--- src/pkg/nvhb_pkg.sv ---
// Shared constants, types and register map of the network variable heartbeat timer
package nvhb_pkg;

  // ---------------------------------------------------------------
  // Sizes
  // ---------------------------------------------------------------
  localparam int N_IN      = 4;
  localparam int N_OUT     = 4;
  localparam int NV_W      = 16;
  localparam int SEC_W     = 16;
  localparam int RTC_W     = 32;
  localparam int ADDR_W    = 8;
  localparam int DATA_W    = 32;
  localparam int NODE_W    = 8;
  localparam int CAL_AW    = 4;
  localparam int CAL_DEPTH = 16;
  localparam int IRQ_W     = 3;

  // ---------------------------------------------------------------
  // Timing
  // ---------------------------------------------------------------
  localparam int unsigned CLK_HZ          = 50_000_000;
  localparam int unsigned TICK_PERIOD_S   = 1;
  localparam int unsigned TICK_CYCLES_DEF = CLK_HZ * TICK_PERIOD_S;

  // ---------------------------------------------------------------
  // Register byte offsets
  // ---------------------------------------------------------------
  localparam logic [ADDR_W-1:0] A_RCV_HB   = 8'h00;
  localparam logic [ADDR_W-1:0] A_SEND_HB  = 8'h04;
  localparam logic [ADDR_W-1:0] A_MIN_ANA  = 8'h08;
  localparam logic [ADDR_W-1:0] A_MIN_DIG  = 8'h0C;
  localparam logic [ADDR_W-1:0] A_OUT_DIG  = 8'h10;
  localparam logic [ADDR_W-1:0] A_RTC      = 8'h14;
  localparam logic [ADDR_W-1:0] A_NSTAT    = 8'h18;
  localparam logic [ADDR_W-1:0] A_IRQ_STAT = 8'h1C;
  localparam logic [ADDR_W-1:0] A_IRQ_MASK = 8'h20;
  localparam logic [ADDR_W-1:0] A_IN_REL   = 8'h24;
  localparam logic [ADDR_W-1:0] A_CAL_ADDR = 8'h28;
  localparam logic [ADDR_W-1:0] A_CAL_DATA = 8'h2C;
  localparam logic [ADDR_W-1:0] A_NODE     = 8'h30;

  // ---------------------------------------------------------------
  // Reset values and fields
  // ---------------------------------------------------------------
  localparam logic [SEC_W-1:0]  RST_SEC     = 16'h0000;
  localparam logic [N_OUT-1:0]  RST_OUT_DIG = 4'h0;
  localparam logic [RTC_W-1:0]  RST_RTC     = 32'h0000_0000;
  localparam logic [IRQ_W-1:0]  RST_IRQ     = 3'h0;
  localparam logic [NV_W-1:0]   RST_NV      = 16'h0000;
  localparam int IRQ_TIMEOUT  = 0;
  localparam int IRQ_TSYNC    = 1;
  localparam int IRQ_NREQ     = 2;
  localparam int NST_OFFLINE  = 0;
  localparam int NST_UNREL    = 1;

  // Node request commands
  localparam logic [7:0] NREQ_NORMAL  = 8'h00;
  localparam logic [7:0] NREQ_DISABLE = 8'h01;
  localparam logic [7:0] NREQ_ENABLE  = 8'h02;

  typedef enum logic [0:0] {
    NVHB_ST_ONLINE  = 1'b0,
    NVHB_ST_OFFLINE = 1'b1
  } nvhb_state_t;

  typedef struct packed {
    logic              wr;
    logic              rd;
    logic [NODE_W-1:0] node;
    logic [ADDR_W-1:0] addr;
    logic [DATA_W-1:0] wdata;
  } nvhb_bus_req_t;

  typedef struct packed {
    logic            upd;
    logic            in_range;
    logic [NV_W-1:0] value;
  } nvhb_nv_upd_t;

endpackage

--- src/design/nvhb_top.sv ---
// Network variable heartbeat, send limiting, clock sync and node control logic
//
// The placing of the registers and the strobed register port were left to the implementer.
`timescale 1ns/1ps
module nvhb_top #(
  parameter int unsigned TICK_CYCLES = nvhb_pkg::TICK_CYCLES_DEF
) (
  input  wire logic                                         sys_clk_i,
  input  wire logic                                         rst_n_i,
  input  wire nvhb_pkg::nvhb_bus_req_t                      bus_i,
  output logic      [nvhb_pkg::DATA_W-1:0]                  rdata_o,
  input  wire logic [nvhb_pkg::NODE_W-1:0]                  node_addr_i,
  input  wire nvhb_pkg::nvhb_nv_upd_t [nvhb_pkg::N_IN-1:0]  in_upd_i,
  input  wire logic                                         ts_wr_i,
  input  wire logic [nvhb_pkg::RTC_W-1:0]                   ts_value_i,
  input  wire logic                                         nreq_wr_i,
  input  wire logic [7:0]                                   nreq_value_i,
  input  wire logic [nvhb_pkg::N_OUT-1:0][nvhb_pkg::NV_W-1:0] out_value_i,
  output logic      [nvhb_pkg::N_IN-1:0][nvhb_pkg::NV_W-1:0]  in_value_o,
  output logic      [nvhb_pkg::N_IN-1:0]                    in_reliable_o,
  output logic      [nvhb_pkg::N_OUT-1:0]                   out_send_o,
  output logic      [nvhb_pkg::N_OUT-1:0][nvhb_pkg::NV_W-1:0] out_sent_value_o,
  output logic      [nvhb_pkg::RTC_W-1:0]                   rtc_o,
  output logic      [7:0]                                   node_status_o,
  output logic                                              irq_o
);
  import nvhb_pkg::*;

  // ---------------------------------------------------------------
  // Reset release and pin synchronisers
  // ---------------------------------------------------------------
  logic [1:0]        rst_sync_r;
  logic              rst_n;
  logic [NODE_W-1:0] node_s1_r;
  logic [NODE_W-1:0] node_s2_r;

  always_ff @(posedge sys_clk_i or negedge rst_n_i) begin
    if (!rst_n_i) begin
      rst_sync_r <= 2'h0;
    end else begin
      rst_sync_r <= {rst_sync_r[0], 1'b1};
    end
  end
  assign rst_n = rst_sync_r[1];

  always_ff @(posedge sys_clk_i or negedge rst_n) begin
    if (!rst_n) begin
      node_s1_r <= 8'h00;
      node_s2_r <= 8'h00;
    end else begin
      node_s1_r <= node_addr_i;
      node_s2_r <= node_s1_r;
    end
  end

  // ---------------------------------------------------------------
  // Second tick
  // ---------------------------------------------------------------
  logic tick;

  nvhb_tick #(
    .TICK_CYCLES (TICK_CYCLES)
  ) u_tick (
    .sys_clk_i (sys_clk_i),
    .rst_n_i   (rst_n),
    .tick_o    (tick)
  );

  // ---------------------------------------------------------------
  // Register port decode
  // ---------------------------------------------------------------
  logic [SEC_W-1:0]  rcv_hb_r;
  logic [SEC_W-1:0]  send_hb_r;
  logic [SEC_W-1:0]  min_ana_r;
  logic [SEC_W-1:0]  min_dig_r;
  logic [N_OUT-1:0]  out_dig_r;
  logic [IRQ_W-1:0]  irq_stat_r;
  logic [IRQ_W-1:0]  irq_mask_r;
  logic [CAL_AW-1:0] cal_addr_r;
  logic [NV_W-1:0]   cal_rdata;
  logic [DATA_W-1:0] rdata_r;
  logic [RTC_W-1:0]  rtc_r;
  logic [7:0]        nstat_r;
  logic [N_IN-1:0]   in_rel_r;

  wire sel    = (bus_i.node == node_s2_r);
  wire wr_en  = bus_i.wr & sel;
  wire rd_en  = bus_i.rd & sel;
  wire wr_rcv = wr_en & (bus_i.addr == A_RCV_HB);
  wire wr_shb = wr_en & (bus_i.addr == A_SEND_HB);
  wire wr_mna = wr_en & (bus_i.addr == A_MIN_ANA);
  wire wr_mnd = wr_en & (bus_i.addr == A_MIN_DIG);
  wire wr_dig = wr_en & (bus_i.addr == A_OUT_DIG);
  wire wr_rtc = wr_en & (bus_i.addr == A_RTC);
  wire wr_ist = wr_en & (bus_i.addr == A_IRQ_STAT);
  wire wr_imk = wr_en & (bus_i.addr == A_IRQ_MASK);
  wire wr_cad = wr_en & (bus_i.addr == A_CAL_ADDR);
  wire wr_cdt = wr_en & (bus_i.addr == A_CAL_DATA);

  wire [DATA_W-1:0] rd_mux =
    (bus_i.addr == A_RCV_HB)   ? {16'h0000, rcv_hb_r}                 :
    (bus_i.addr == A_SEND_HB)  ? {16'h0000, send_hb_r}                :
    (bus_i.addr == A_MIN_ANA)  ? {16'h0000, min_ana_r}                :
    (bus_i.addr == A_MIN_DIG)  ? {16'h0000, min_dig_r}                :
    (bus_i.addr == A_OUT_DIG)  ? {28'h0000000, out_dig_r}             :
    (bus_i.addr == A_RTC)      ? rtc_r                                :
    (bus_i.addr == A_NSTAT)    ? {24'h000000, nstat_r}                :
    (bus_i.addr == A_IRQ_STAT) ? {29'h00000000, irq_stat_r}           :
    (bus_i.addr == A_IRQ_MASK) ? {29'h00000000, irq_mask_r}           :
    (bus_i.addr == A_IN_REL)   ? {28'h0000000, in_rel_r}              :
    (bus_i.addr == A_CAL_ADDR) ? {28'h0000000, cal_addr_r}            :
    (bus_i.addr == A_CAL_DATA) ? {16'h0000, cal_rdata}                :
    (bus_i.addr == A_NODE)     ? {24'h000000, node_s2_r}              :
                                 32'h0000_0000;

  always_ff @(posedge sys_clk_i or negedge rst_n) begin
    if (!rst_n) begin
      rcv_hb_r   <= RST_SEC;
      send_hb_r  <= RST_SEC;
      min_ana_r  <= RST_SEC;
      min_dig_r  <= RST_SEC;
      out_dig_r  <= RST_OUT_DIG;
      irq_mask_r <= RST_IRQ;
      cal_addr_r <= 4'h0;
      rdata_r    <= 32'h0000_0000;
    end else begin
      if (wr_rcv) rcv_hb_r <= bus_i.wdata[SEC_W-1:0];
      if (wr_shb) send_hb_r <= bus_i.wdata[SEC_W-1:0];
      if (wr_mna) min_ana_r <= bus_i.wdata[SEC_W-1:0];
      if (wr_mnd) min_dig_r <= bus_i.wdata[SEC_W-1:0];
      if (wr_dig) out_dig_r <= bus_i.wdata[N_OUT-1:0];
      if (wr_imk) irq_mask_r <= bus_i.wdata[IRQ_W-1:0];
      if (wr_cad) cal_addr_r <= bus_i.wdata[CAL_AW-1:0];
      rdata_r <= rd_en ? rd_mux : 32'h0000_0000;
    end
  end

  // Read data shows the word at CAL_ADDR one cycle after the address settles
  nvhb_calmem u_calmem (
    .sys_clk_i (sys_clk_i),
    .we_i      (wr_cdt),
    .addr_i    (cal_addr_r),
    .wdata_i   (bus_i.wdata[NV_W-1:0]),
    .rdata_o   (cal_rdata)
  );

  // ---------------------------------------------------------------
  // Input variables: receive supervision
  // ---------------------------------------------------------------
  wire             rcv_on = (rcv_hb_r != RST_SEC);
  logic [N_IN-1:0] to_hit;
  logic [N_IN-1:0] unrel;

  generate
    for (genvar i = 0; i < N_IN; i++) begin : g_in
      logic [NV_W-1:0]  hold_r;
      logic             rng_r;
      logic [SEC_W-1:0] age_r;
      logic             unrel_r;
      wire  [SEC_W-1:0] age_inc = (age_r == 16'hFFFF) ? age_r : SEC_W'(age_r + 16'h0001);

      assign to_hit[i] = tick & rcv_on & ~in_upd_i[i].upd & ~unrel_r & (age_inc >= rcv_hb_r);
      assign unrel[i]  = unrel_r & rcv_on;

      always_ff @(posedge sys_clk_i or negedge rst_n) begin
        if (!rst_n) begin
          hold_r      <= RST_NV;
          rng_r       <= 1'b0;
          age_r       <= RST_SEC;
          unrel_r     <= 1'b0;
          in_rel_r[i] <= 1'b0;
        end else begin
          if (in_upd_i[i].upd) begin
            hold_r  <= in_upd_i[i].value;
            rng_r   <= in_upd_i[i].in_range;
            age_r   <= RST_SEC;
            unrel_r <= 1'b0;
          end else if (tick) begin
            age_r <= age_inc;
            if (to_hit[i]) unrel_r <= 1'b1;
          end
          in_rel_r[i] <= rng_r & ~unrel[i];
        end
      end
      assign in_value_o[i] = hold_r;
    end
  endgenerate

  // ---------------------------------------------------------------
  // Node control
  // ---------------------------------------------------------------
  nvhb_state_t state_r;
  nvhb_state_t state_nxt;

  always_comb begin
    state_nxt = state_r;
    if (nreq_wr_i) begin
      case (nreq_value_i)
        NREQ_DISABLE: state_nxt = NVHB_ST_OFFLINE;
        NREQ_ENABLE:  state_nxt = NVHB_ST_ONLINE;
        NREQ_NORMAL:  state_nxt = state_r;
        default:      state_nxt = state_r;
      endcase
    end
  end

  wire online = (state_r == NVHB_ST_ONLINE);

  always_ff @(posedge sys_clk_i or negedge rst_n) begin
    if (!rst_n) begin
      state_r <= NVHB_ST_ONLINE;
      nstat_r <= 8'h00;
    end else begin
      state_r <= state_nxt;
      nstat_r <= {6'h00, |unrel, state_nxt == NVHB_ST_OFFLINE};
    end
  end

  // ---------------------------------------------------------------
  // Output variables: change, heartbeat and minimum send time
  // ---------------------------------------------------------------
  wire shb_on = (send_hb_r != RST_SEC);

  generate
    for (genvar j = 0; j < N_OUT; j++) begin : g_out
      logic [NV_W-1:0]  sent_r;
      logic [SEC_W-1:0] age_r;
      logic             send_r;
      wire  [SEC_W-1:0] min_t   = out_dig_r[j] ? min_dig_r : min_ana_r;
      wire              changed = (out_value_i[j] != sent_r);
      wire              hb_due  = shb_on & (age_r >= send_hb_r);
      wire              min_ok  = (age_r >= min_t);
      wire              fire    = online & min_ok & (changed | hb_due);

      always_ff @(posedge sys_clk_i or negedge rst_n) begin
        if (!rst_n) begin
          sent_r <= RST_NV;
          age_r  <= RST_SEC;
          send_r <= 1'b0;
        end else begin
          send_r <= fire;
          if (fire) begin
            sent_r <= out_value_i[j];
            age_r  <= RST_SEC;
          end else if (tick && age_r != 16'hFFFF) begin
            age_r <= SEC_W'(age_r + 16'h0001);
          end
        end
      end
      assign out_send_o[j]       = send_r;
      assign out_sent_value_o[j] = sent_r;
    end
  endgenerate

  // ---------------------------------------------------------------
  // Real-time clock
  // ---------------------------------------------------------------
  always_ff @(posedge sys_clk_i or negedge rst_n) begin
    if (!rst_n) begin
      rtc_r <= RST_RTC;
    end else if (ts_wr_i) begin
      rtc_r <= ts_value_i;
    end else if (wr_rtc) begin
      rtc_r <= bus_i.wdata;
    end else if (tick) begin
      rtc_r <= rtc_r + 32'h0000_0001;
    end
  end

  // ---------------------------------------------------------------
  // Interrupts
  // ---------------------------------------------------------------
  logic [IRQ_W-1:0] irq_set;
  logic             irq_r;

  assign irq_set[IRQ_TIMEOUT] = |to_hit;
  assign irq_set[IRQ_TSYNC]   = ts_wr_i;
  assign irq_set[IRQ_NREQ]    = nreq_wr_i;

  // Set beats a same-cycle write-one clear
  wire [IRQ_W-1:0] irq_clr      = wr_ist ? bus_i.wdata[IRQ_W-1:0] : RST_IRQ;
  wire [IRQ_W-1:0] irq_stat_nxt = irq_set | (irq_stat_r & ~irq_clr);

  always_ff @(posedge sys_clk_i or negedge rst_n) begin
    if (!rst_n) begin
      irq_stat_r <= RST_IRQ;
      irq_r      <= 1'b0;
    end else begin
      irq_stat_r <= irq_stat_nxt;
      irq_r      <= |(irq_stat_r & irq_mask_r);
    end
  end

  assign rdata_o       = rdata_r;
  assign in_reliable_o = in_rel_r;
  assign rtc_o         = rtc_r;
  assign node_status_o = nstat_r;
  assign irq_o         = irq_r;
endmodule // nvhb_top

--- src/design/nvhb_tick.sv ---
// One-second tick divider
`timescale 1ns/1ps
module nvhb_tick #(
  parameter int unsigned TICK_CYCLES = nvhb_pkg::TICK_CYCLES_DEF
) (
  input  wire logic sys_clk_i,
  input  wire logic rst_n_i,
  output logic      tick_o
);
  import nvhb_pkg::*;

  logic [31:0] cnt_r;
  logic        tick_r;
  wire         wrap = (cnt_r == 32'(TICK_CYCLES - 1));

  always_ff @(posedge sys_clk_i or negedge rst_n_i) begin
    if (!rst_n_i) begin
      cnt_r  <= 32'h0000_0000;
      tick_r <= 1'b0;
    end else begin
      cnt_r  <= wrap ? 32'h0000_0000 : cnt_r + 32'h0000_0001;
      tick_r <= wrap;
    end
  end

  assign tick_o = tick_r;
endmodule // nvhb_tick

--- src/design/nvhb_calmem.sv ---
// Calibration value store with registered read port
`timescale 1ns/1ps
module nvhb_calmem (
  input  wire logic                        sys_clk_i,
  input  wire logic                        we_i,
  input  wire logic [nvhb_pkg::CAL_AW-1:0] addr_i,
  input  wire logic [nvhb_pkg::NV_W-1:0]   wdata_i,
  output logic      [nvhb_pkg::NV_W-1:0]   rdata_o
);
  import nvhb_pkg::*;

  // No reset on the array: contents outlive a logic reset
  logic [NV_W-1:0] mem_r [CAL_DEPTH];
  logic [NV_W-1:0] rdata_r;

  always_ff @(posedge sys_clk_i) begin
    if (we_i) begin
      mem_r[addr_i] <= wdata_i;
    end
    rdata_r <= mem_r[addr_i];
  end

  assign rdata_o = rdata_r;
endmodule // nvhb_calmem

--- config.mk ---
export PLATFORM = sky130hd
export DESIGN_NAME = nvhb_top
export DESIGN_NICKNAME = d
export VERILOG_FILES = /design/src/pkg/nvhb_pkg.sv /design/src/design/nvhb_top.sv /design/src/design/nvhb_tick.sv /design/src/design/nvhb_calmem.sv
export SDC_FILE = /design/constraint.sdc
export NUM_CORES = 1
export LEC_CHECK = 0
export CORE_ASPECT_RATIO = 1.25
export CORE_MARGIN = 2
export CORE_UTILIZATION = 30
export DETAILED_ROUTE_END_ITERATION = 10
export DONT_BUFFER_PORTS = 1
export PLACE_DENSITY = 0.45
export RECOVER_POWER = 100
export SKIP_LAST_GASP = 1
export SYNTH_ARGS = -nofsm -noshare
export SYNTH_HDL_FRONTEND = slang
export SYNTH_SLANG_ARGS = --single-unit
--- constraint.sdc ---
create_clock -name sys_clk_i -period 22.7 [get_ports sys_clk_i]
set_clock_uncertainty 0.15 [all_clocks]
set_input_delay 4.54 -clock sys_clk_i [delete_from_list [all_inputs] [get_ports sys_clk_i]]
set_output_delay 4.54 -clock sys_clk_i [all_outputs]
set_load 0.02 [all_outputs]
After elaboration in Yosys (flattened, before gate mapping)
Memory sizes are Yosys's and may differ from the RTL's. A register that Yosys moved wholly into a read port is not among the register bits.
Cells that the tools add are included.
{ "totals": {"ram_bits": 256, "elab_cells": 253, "memories": 1, "latch_bits": 0, "register_bits": 469, "mem_bits_ro": 0} }
{ "memory_table": {"columns": ["memory", "depth", "word_bits", "rd", "rd_clocked_by_memory_dff", "wr", "line_no", "text"], "rows": [
  ["u_calmem.mem_r", 16, 16, 1, 1, 1, "nvhb_calmem.sv:13", "logic [NV_W-1:0] mem_r [CAL_DEPTH];"]
]} }
{ "classes": {"magnitude_cmp": 12, "mux": 59, "n_eq_ne": 28, "mul": 0, "addsub": 10, "reduce_logical": 27, "n_bitwise": 66, "div": 0, "n_shift": 0} }
{ "op_table": {"columns": ["operator", "count"], "rows": [
  ["16-bit 2-to-1 mux", 30],
  ["32-bit 2-to-1 mux", 11],
  ["16-bit >= comparator", 12],
  ["16-bit by 1-bit adder with 16-bit output (second input constant)", 8],
  ["32-bit by 1-bit adder with 32-bit output (second input constant)", 2],
  ["16-bit == test (second input constant)", 4],
  ["16-bit != test", 4],
  ["16-bit != test (second input constant)", 4],
  ["1-bit bitwise AND", 45],
  ["8-bit by 6-bit == test with 1-bit output (second input constant)", 5],
  ["32-bit by 26-bit == test with 1-bit output (second input constant)", 1],
  ["8-bit by 5-bit == test with 1-bit output (second input constant)", 4],
  ["16-bit nonzero test", 2],
  ["2-bit nonzero test", 12],
  ["8-bit by 4-bit == test with 1-bit output (second input constant)", 2],
  ["1-bit 2-to-1 mux", 15],
  ["1-bit inverter", 13],
  ["8-bit by 1-bit == test with 1-bit output (second input constant)", 1],
  ["8-bit by 2-bit == test with 1-bit output (second input constant)", 1],
  ["8-bit by 3-bit == test with 1-bit output (second input constant)", 1],
  ["8-bit == test", 1],
  ["8-bit zero test", 1],
  ["8-bit 2-to-1 mux", 1],
  ["2-bit AND reduction", 4],
  ["other kinds (10)", 18]
]} }

Depth between registers and ports, before layout
Gate-level depths: netlist of the first run.
{ "depth": {"depth_word": 15, "mapped_depth": 15, "ltp_nobuf": 14} }

Cells and area by module
From an unflattened synthesis of the first run, not the netlist that was laid out.
{ "unflattened": {"hier_cells": 3139, "area_unflattened_um2": 38061.5} }
{ "modules_own_cells": {"columns": ["mod", "area_per_inst_um2", "cells_each", "seq_area_each_um2", "n_inst"], "rows": [
  ["nvhb_top", 26360.3, 2551, 10885.4, 1],
  ["nvhb_calmem", 10090.9, 434, 8007.7, 1],
  ["nvhb_tick", 1610.3, 154, 825.8, 1]
]} }

Least setup slack after synthesis of the first run
Ideal clock, no wire load.
{ "synth_timing": {"path_kind": "input to register", "startpoint": "input bus_i[40] in the netlist's numbering", "endpoint": "memory u_calmem.mem_r[3][0] (enable)", "path_buffers": 0, "slack_ns": 15.194, "required_time_ns": 22.141, "setup_ns": 0.409, "cell_stages": 6, "t_arrival_ns": 6.947, "path_cell_list": "xnor2_1 nand4_1 nor3_2 nand3_1 or3_1 nor3_1"} }
{ "synth_between": {"elab_chain_len": 5} }
{ "synth_lines": {"columns": ["item", "line_no", "text"], "rows": [
  ["start: declaration", "nvhb_top.sv:10", "input wire nvhb_pkg::nvhb_bus_req_t bus_i,"],
  ["8-bit == test", "nvhb_top.sv:86", "wire sel = (bus_i.node == node_s2_r);"],
  ["1-bit bitwise AND", "nvhb_top.sv:87", "wire wr_en = bus_i.wr & sel;"],
  ["1-bit bitwise AND", "nvhb_top.sv:98", "wire wr_cdt = wr_en & (bus_i.addr == A_CAL_DATA);"],
  ["1-bit 2-to-1 mux", "nvhb_calmem.sv:17", "if (we_i) begin"],
  ["1-bit 2-to-1 mux (not written as such)", "nvhb_calmem.sv:18", "mem_r[addr_i] <= wdata_i;"],
  ["end: declaration", "nvhb_calmem.sv:13", null]
]} }
Every way passes these cells.

==> impl_metrics.yaml, run 1 <==
clocking:
  cts_inserted_buffers: 84
  cts_setup_buffers: 0
  cts.sinks: 740
  root_buffer: "clkbuf_16"
  hold_buffers: 0
  cts_tree: "yes"
  htree_levels: 3
  clk_pin_slew_ns: 0.06
  insertion_delay_ns: 0.72
  cts_resized: 0
  clockBufferDepth: 3
global_route:
  grt_pass1_vias: 25320
  grt_pass1_wl_um: 175900
  grt_max_degree: 143
  grt_antenna_before_repair: 13
  grt-ovfl-total: 0
  grtUsageTotal: 0.1856
timing:
  fin_crit_sh: 0.5027
  max_freq_mhz: 87.64
  rsz0062_at_grt: "no"
  setup_tns_ns: 0
  setup_violations: 0
  hold_viol: 0
  whs_ns: 0.1911
  tightestPinTransition_ns: 7.926
  setup_slack_ns: 11.29
  finalCriticalPeriod_ns: 11.41
  slew_viol_final: 840
  relSlewSlack: -4.284
hold_path:
  hold-path-endpoint: "node_s2_r[0]"
  hp-class: "reg2reg"
  hold_path.startpoint: "node_s1_r[0]"
  holdPathStages: 0
die:
  io_pins: 447
  core_mm2: 0.1250
  dieHeight_um: 400.6
  die_w_um: 321.2
  dieArea_mm2: 0.1287
  start_util: 0.3019
  row_count: 145
drt:
  viasPerCell: 5.229
  wl_um: 121000
  drc: 0
  routedWlPerCell_um: 25.54
  dr_total_vias: 24760
  first_pass_iters: 5
  postRouteAntennaNets: 0
  drt_iter0_markers: 1613
worst_setup_path:
  worstPathArrival_ns: 10.83
  regToRegSetupSlack_ns: 11.29
  r2r-end: "u_tick.tick_o"
  cp-end-kind: "asynchronous set/reset pin"
  reg2reg_from: "rst_sync_r[1]"
  worst_setup_path_start_kind: "register"
  crit_path_max_fanout: 142
  critPathKind: "reg2async"
  reg2reg_depth: 2
  cp_data_required_time_ns: 22.12
yosys:
  ys_warn_count: 0
  syn_area_mm2: 0.03774
  synthCells: 3079
  synth-main-ff-cell: "dfrtp_1"
  ys_ff_latch: 740
  ys_seq_area_frac: 0.5225
  synth_top_area_share: 0.3103
  synth_cell_types: 84
  syn_area_per_cell_um2: 12.26
  synth_edf_count: 256
  yosys.area.top_type: "dfrtp_1"
  synth.most_common_cell: "dfrtp_1"
  synth_common_cells: "468 x dfrtp_1, 256 x edfxtp_1, 236 x nor2_1"
  async_flop_share: 0.6324
  synth_area_leaders: "dfrtp_1 31%, edfxtp_1 20%, ha_1 6.7%"
placed_design:
  dpl.hpwl_um: 86530
  placed_cell_area_mm2: 0.03946
  port_buffers: 0
  dpl_worst_slack_ns: 13.93
  gp_congestion: 0.8459
status:
  failed_checks: "capacitance limit, slew limit"
  outcome: "finished, violations left"
cells_and_area:
  fillers: 12420
  drive_above_1_share: 0.1492
  utilization: 0.3370
  finalInstanceArea_mm2: 0.04212
  area_growth_pct: 11.60
  nNetsFinal: 3486
run:
  cap_violations: 23
power:
  p_leak_nw: 16.61
  vdd_drop_max_v: 0.00004887
  power_density_mw_per_mm2: 76.64
[where the power goes]
part	total, W	switching (W)	internal, W
clock	0.00141	0.000603	0.000808
sequential	0.00165	0.000192	0.00146
combinational	0.000165	0.0000710	0.0000942
[worst max path at each step]
| stage | startpoint | to | slack (ns) | cells after the start |
|---|---|---|---|---|
| final | rst_sync_r[1] | u_tick.tick_o | 11.29 | 2 |
| after global routing | rst_sync_r[1] | u_tick.tick_o | 8.69 | 2 |
| after global placement | bus_i[40] | u_calmem.mem_r[9][13] | 13.93 | 6 |
| after detailed placement | bus_i[40] | u_calmem.mem_r[9][13] | 13.93 | 6 |
| after CTS | bus_i[40] | u_calmem.mem_r[9][15] | 14.65 | 6 |
| after floorplan | rst_sync_r[1] | cal_addr_r[0] | 8.54 | 0 |
[per-stage QoR]
step,power [W],std cells
2_1_floorplan,0.001790,3084
3_3_place_gp,0.001847,4577
3_5_place_dp,0.001850,4577
4_1_cts,0.003280,4734
5_1_grt,0.003355,4735
6_report,0.003228,4735
[critical path, cell delays in order, from the launching register on]
cell	delay, ns
dfrtp_1	1.69
clkbuf_1	5.61
clkbuf_1	2.60
[state kept, by name, indices dropped and copies added, names as in the netlist, 32 cells and up]
| register | count |
|---|---|
| g_in.age_r | 64 |
| rtc_o | 32 |
| g_out.age_r | 64 |
| g_out.sent_r | 64 |
| g_in.hold_r | 64 |
| u_tick.cnt_r | 32 |
| u_calmem.mem_r | 256 |
| rdata_o | 32 |
[cells by family after synthesis]
kind of cell	synth area share
XOR/XNOR	0.06312
other	0.0001990
multiplexers	0.1355
AND/OR/NAND/NOR	0.1206
AO/OA/AOI/OAI	0.06707
adder cells (fa/ha/maj)	0.06697
buffers and inverters	0.02410
flip-flops	0.5225
[metal layers]
metal,vias to the layer above,global-route usage,routed length (µm)
met5,-,0,104
met4,16,0.05230,2839
met2,637,0.3225,60590
met3,159,0.05378,8327
li1,11390,-,-
met1,12560,0.2218,49090
[cells in the final DEF (no fill, tap or decap), types with 16 or more instances in the layout]
cell type    n
a211oi_1    30
a21o_1      25
a21oi_1     85
a221oi_1    18
a31oi_1     20
and2_1      22
and3_1      50
and4_1      32
clkbuf_1    28
clkbuf_16   87
dfrtp_1    466
dfxtp_1     16
edfxtp_1   256
ha_1       202
inv_1       68
mux2_2     217
mux2i_1     84
mux4_2      80
nand2_1    158
nand2b_1    23
nand3_1    121
nand4_1     82
nor2_1     236
nor2b_1     16
nor3_1      49
nor4_1      44
o211ai_1    17
o21ai_0     65
o22ai_1     17
xnor2_1     98
xor2_1     174
[area by class of cell]
type / count / area [µm²] / share of cell area
Inverter: 68 / 255.2 / 0.006060
Antenna cell: 1 / 2.502 / 0.00005941
Clock inverter: 46 / 473.0 / 0.01123
Tap cell: 1617 / 2023 / 0.04803
Sequential cell: 740 / 19720 / 0.4683
Clock buffer: 111 / 2391 / 0.05677
Multi-Input combinational cell: 2126 / 17120 / 0.4064
Timing Repair Buffer: 26 / 131.4 / 0.003119
(Power assumes the default switching activity.)
==> run 2, diff against run 1 <==
--- a/config.mk
+++ b/config.mk
@@ -5,6 +5,7 @@
 export SDC_FILE = /design/constraint.sdc
 export NUM_CORES = 1
 export LEC_CHECK = 0
+export ABC_AREA = 1
 export CORE_ASPECT_RATIO = 1.25
 export CORE_MARGIN = 2
 export CORE_UTILIZATION = 30
==> constraint.sdc (replaced) <==
create_clock -name sys_clk_i -period 10.8 [get_ports sys_clk_i]
set_clock_uncertainty 0.15 [all_clocks]
set_input_delay 2.16 -clock sys_clk_i [delete_from_list [all_inputs] [get_ports sys_clk_i]]
set_output_delay 2.16 -clock sys_clk_i [all_outputs]
set_load 0.02 [all_outputs]
==> run 2 against run 1 <==
The flow still finishes with violations (capacitance limit, slew limit); via count rose by 24%; register-to-register slack got worse by 7.1 ns; global-route usage rose by 1.2 points; worst hold slack improved by 0.0026 ns; combinational power rose by 33%; critical endpoint is now rtc_o[10]; sequential share of layout area fell by 1.2 points; first-iteration DRC count rose by 41%; die area rose by 2.7%; core utilization barely moved; setup slack got worse by 7.9 ns; synthesized cell count rose by 43%; final cell count rose by 30%.
==> impl_metrics.yaml, run 2 <==
status:
  outcome: "finished, violations left"
  failed_checks: "capacitance limit, slew limit"
timing:
  hold_viol: 0
  relSlewSlack: -1.367
  max_freq_mhz: 134.3
  finalCriticalPeriod_ns: 7.444
  slew_viol_final: 651
  tightestPinTransition_ns: 3.550
  setup_violations: 0
  fin_crit_sh: 0.6893
  rsz0062_at_grt: "no"
  setup_tns_ns: 0
  whs_ns: 0.1937
worst_setup_path:
  cpMaxStageDelayCell: "nand3_1"
  worst_setup_path_start_kind: "primary input"
  worstPathArrival_ns: 7.85
  crit_chain: "xor2_1, nor2_1, nand2_1, nor3_1, nand3_1, nand3_1, inv_2, nand2_1, o21ai_0"
  reg2reg_depth: 9
  cp-end-kind: "register"
  regToRegSetupSlack_ns: 4.17
  critPathMaxStageDelay_ns: 2.33
  cp_data_required_time_ns: 11.21
  critPathKind: "in2reg"
  r2r-end: "rtc_o[10]"
  crit_path_max_fanout: 55
  reg2reg_from: "node_s2_r[6]"
cells_and_area:
  top_register: "u_calmem.mem_r"
  layout_common_cells: "1101 x nand2_1, 468 x dfrtp_1, 417 x inv_1"
  area_growth_pct: 11.50
  fillers: 13380
  utilization: 0.3367
  largest_reg_flops: 256
  layout_commonest_cell: "nand2_1"
  drive_above_1_share: 0.04676
  nNetsFinal: 4818
clocking:
  root_buffer: "clkbuf_16"
  insertion_delay_ns: 0.72
  cts_tree: "yes"
  cts_inserted_buffers: 87
  clk_pin_slew_ns: 0.06
  clockBufferDepth: 3
  cts.sinks: 740
  hold_buffers: 0
  cts_setup_buffers: 0
  htree_levels: 3
  cts_resized: 0
yosys:
  ys_ff_latch: 740
  synthCells: 4411
  ys_seq_area_frac: 0.5087
  synth_common_cells: "1097 x nand2_1, 468 x dfrtp_1, 417 x inv_1"
  synth_cell_types: 58
  muxShareOfSynthArea: 0
  synth-xor-area-share: 0.04045
  synth_edf_count: 256
  synth-main-ff-cell: "dfrtp_1"
  synth_top_family_by_area: "simple AND/OR/NAND/NOR gates"
  synth-simple-area-share: 0.2152
  syn_area_per_cell_um2: 8.788
  synth-compound-area-share: 0.1102
  async_flop_share: 0.6324
  synth.most_common_cell: "nand2_1"
  ys_warn_count: 0
  synth-adder-area-share: 0.06520
  yosys.area.top_type: "dfrtp_1"
  synth_area_leaders: "dfrtp_1 30%, edfxtp_1 20%, nand2_1 11%"
  synth_top_area_share: 0.3021
  syn_area_mm2: 0.03876
power:
  pwr-share-clk: 0.477
  p_int_w: 0.004756
  swShare: 0.2531
  vdd_drop_max_v: 0.0001083
  power_density_mw_per_mm2: 147.3
  switching_power_w: 0.001611
  power_frac_seq: 0.488
  combPwrFrac: 0.035
  p_leak_nw: 18.99
drt:
  drc: 0
  viasPerCell: 4.972
  drt_iter0_markers: 2281
  dr_total_vias: 30670
  routedWlPerCell_um: 21.53
  first_pass_iters: 6
  postRouteAntennaNets: 0
  wl_um: 132800
hold_path:
  hold_path.startpoint: "node_s1_r[4]"
  hold-path-endpoint: "node_s2_r[4]"
  hp-class: "reg2reg"
  holdPathStages: 0
placed_design:
  port_buffers: 0
  dpl.hpwl_um: 95110
  gp_congestion: 0.8942
global_route:
  grt-ovfl-total: 0
  grt_max_degree: 150
  grt_pass1_wl_um: 197200
  grt.busiest_layer: "met2"
  gr-usage-met3: 0.04504
  grt_antenna_before_repair: 10
  grtUsageTotal: 0.1979
  grt_pass1_vias: 30190
  grtUsageMet1: 0.2368
  grt_util_met2: 0.3486
die:
  io_pins: 447
  dieHeight_um: 405.9
  row_count: 147
  dieArea_mm2: 0.1321
  core_mm2: 0.1284
  start_util: 0.3019
  die_w_um: 325.5
run:
  cap_violations: 16
## run 2: cell count changes after synthesis, moves of 112 or more
cell	previous run	this run
nand2_1	157	1097
o21ai_0	61	305
a21oi_1	85	258
a22oi_1	16	128
mux2_2	218	0
inv_1	68	417
## run 2: how the worst max path moves through the flow
| stage | startpoint | endpoint | slack (ns) |
|---|---|---|---|
| after global placement | bus_i[46] | u_calmem.mem_r[7][10] | 4.80 |
| final | bus_i[46] | rtc_o[10] | 3.36 |
| after detailed placement | bus_i[46] | u_calmem.mem_r[7][10] | 4.77 |
| after CTS | bus_i[46] | u_calmem.mem_r[7][2] | 5.54 |
| after global routing | bus_i[46] | rtc_o[0] | 2.84 |
| after floorplan | rst_sync_r[1] | cal_addr_r[0] | 3.02 |
## run 2: layer usage
layer  vias to the layer above  routed length [µm]
met5                         -                  13
met4                         2                4251
met3                       203                9068
met2                       914               66690
met1                     14820               52760
li1                      14730                   -
## run 2: power groups by stage
| stage | Combinational (W) | Sequential, W | Clock (W) |
|---|---|---|---|
| after detailed placement | 0.000227 | 0.00316 | 0 |
| after global routing | 0.000254 | 0.00312 | 0.00324 |
| after floorplan | 0.000151 | 0.00314 | 0 |
| after CTS | 0.000226 | 0.00311 | 0.00313 |
| after global placement | 0.000224 | 0.00317 | 0 |
| final | 0.000220 | 0.00311 | 0.00304 |
## run 2: area by class of cell
cell class,instances,area [µm²],area share
multi-input cells,3093,16640,0.3849
diodes,7,17.52,0.0004053
flip-flops and latches,740,19720,0.4562
clock buffers,112,2382,0.05512
well taps,1713,2143,0.04959
inverters,428,1608,0.03720
repair buffers,28,158.9,0.003676
clock inverters,47,555.5,0.01285
## run 2: cell families (layout without fill, tap and decap cells)
kind of cell | count (synthesis) | after routing
simple gates | 1945 | 1945
flops | 740 | 740
other cells | 2 | 14
xor+xnor | 179 | 179
compound gates | 760 | 760
buf+inv | 583 | 615
fa+ha+maj | 202 | 202
## run 2: per-stage QoR
stage	instance area [µm²]	setup WS, ns	power [W]	instances
final	43220	3.356	0.006367	6168
after global routing	43220	2.837	0.006611	6166
after global placement	40470	4.797	0.003389	6002
after CTS	43410	5.542	0.006462	6161
after detailed placement	40470	4.774	0.003390	6002
after floorplan	38780	3.024	0.003295	4416
## run 2: critical path, delay by kind of cell
family                    cells  cell delay, ns
AOI/OAI and AO/OA             1            0.09
xor gates and xnor gates      1            0.17
buffers and inverters         1            0.40
and+or+nand+nor               6            4.98
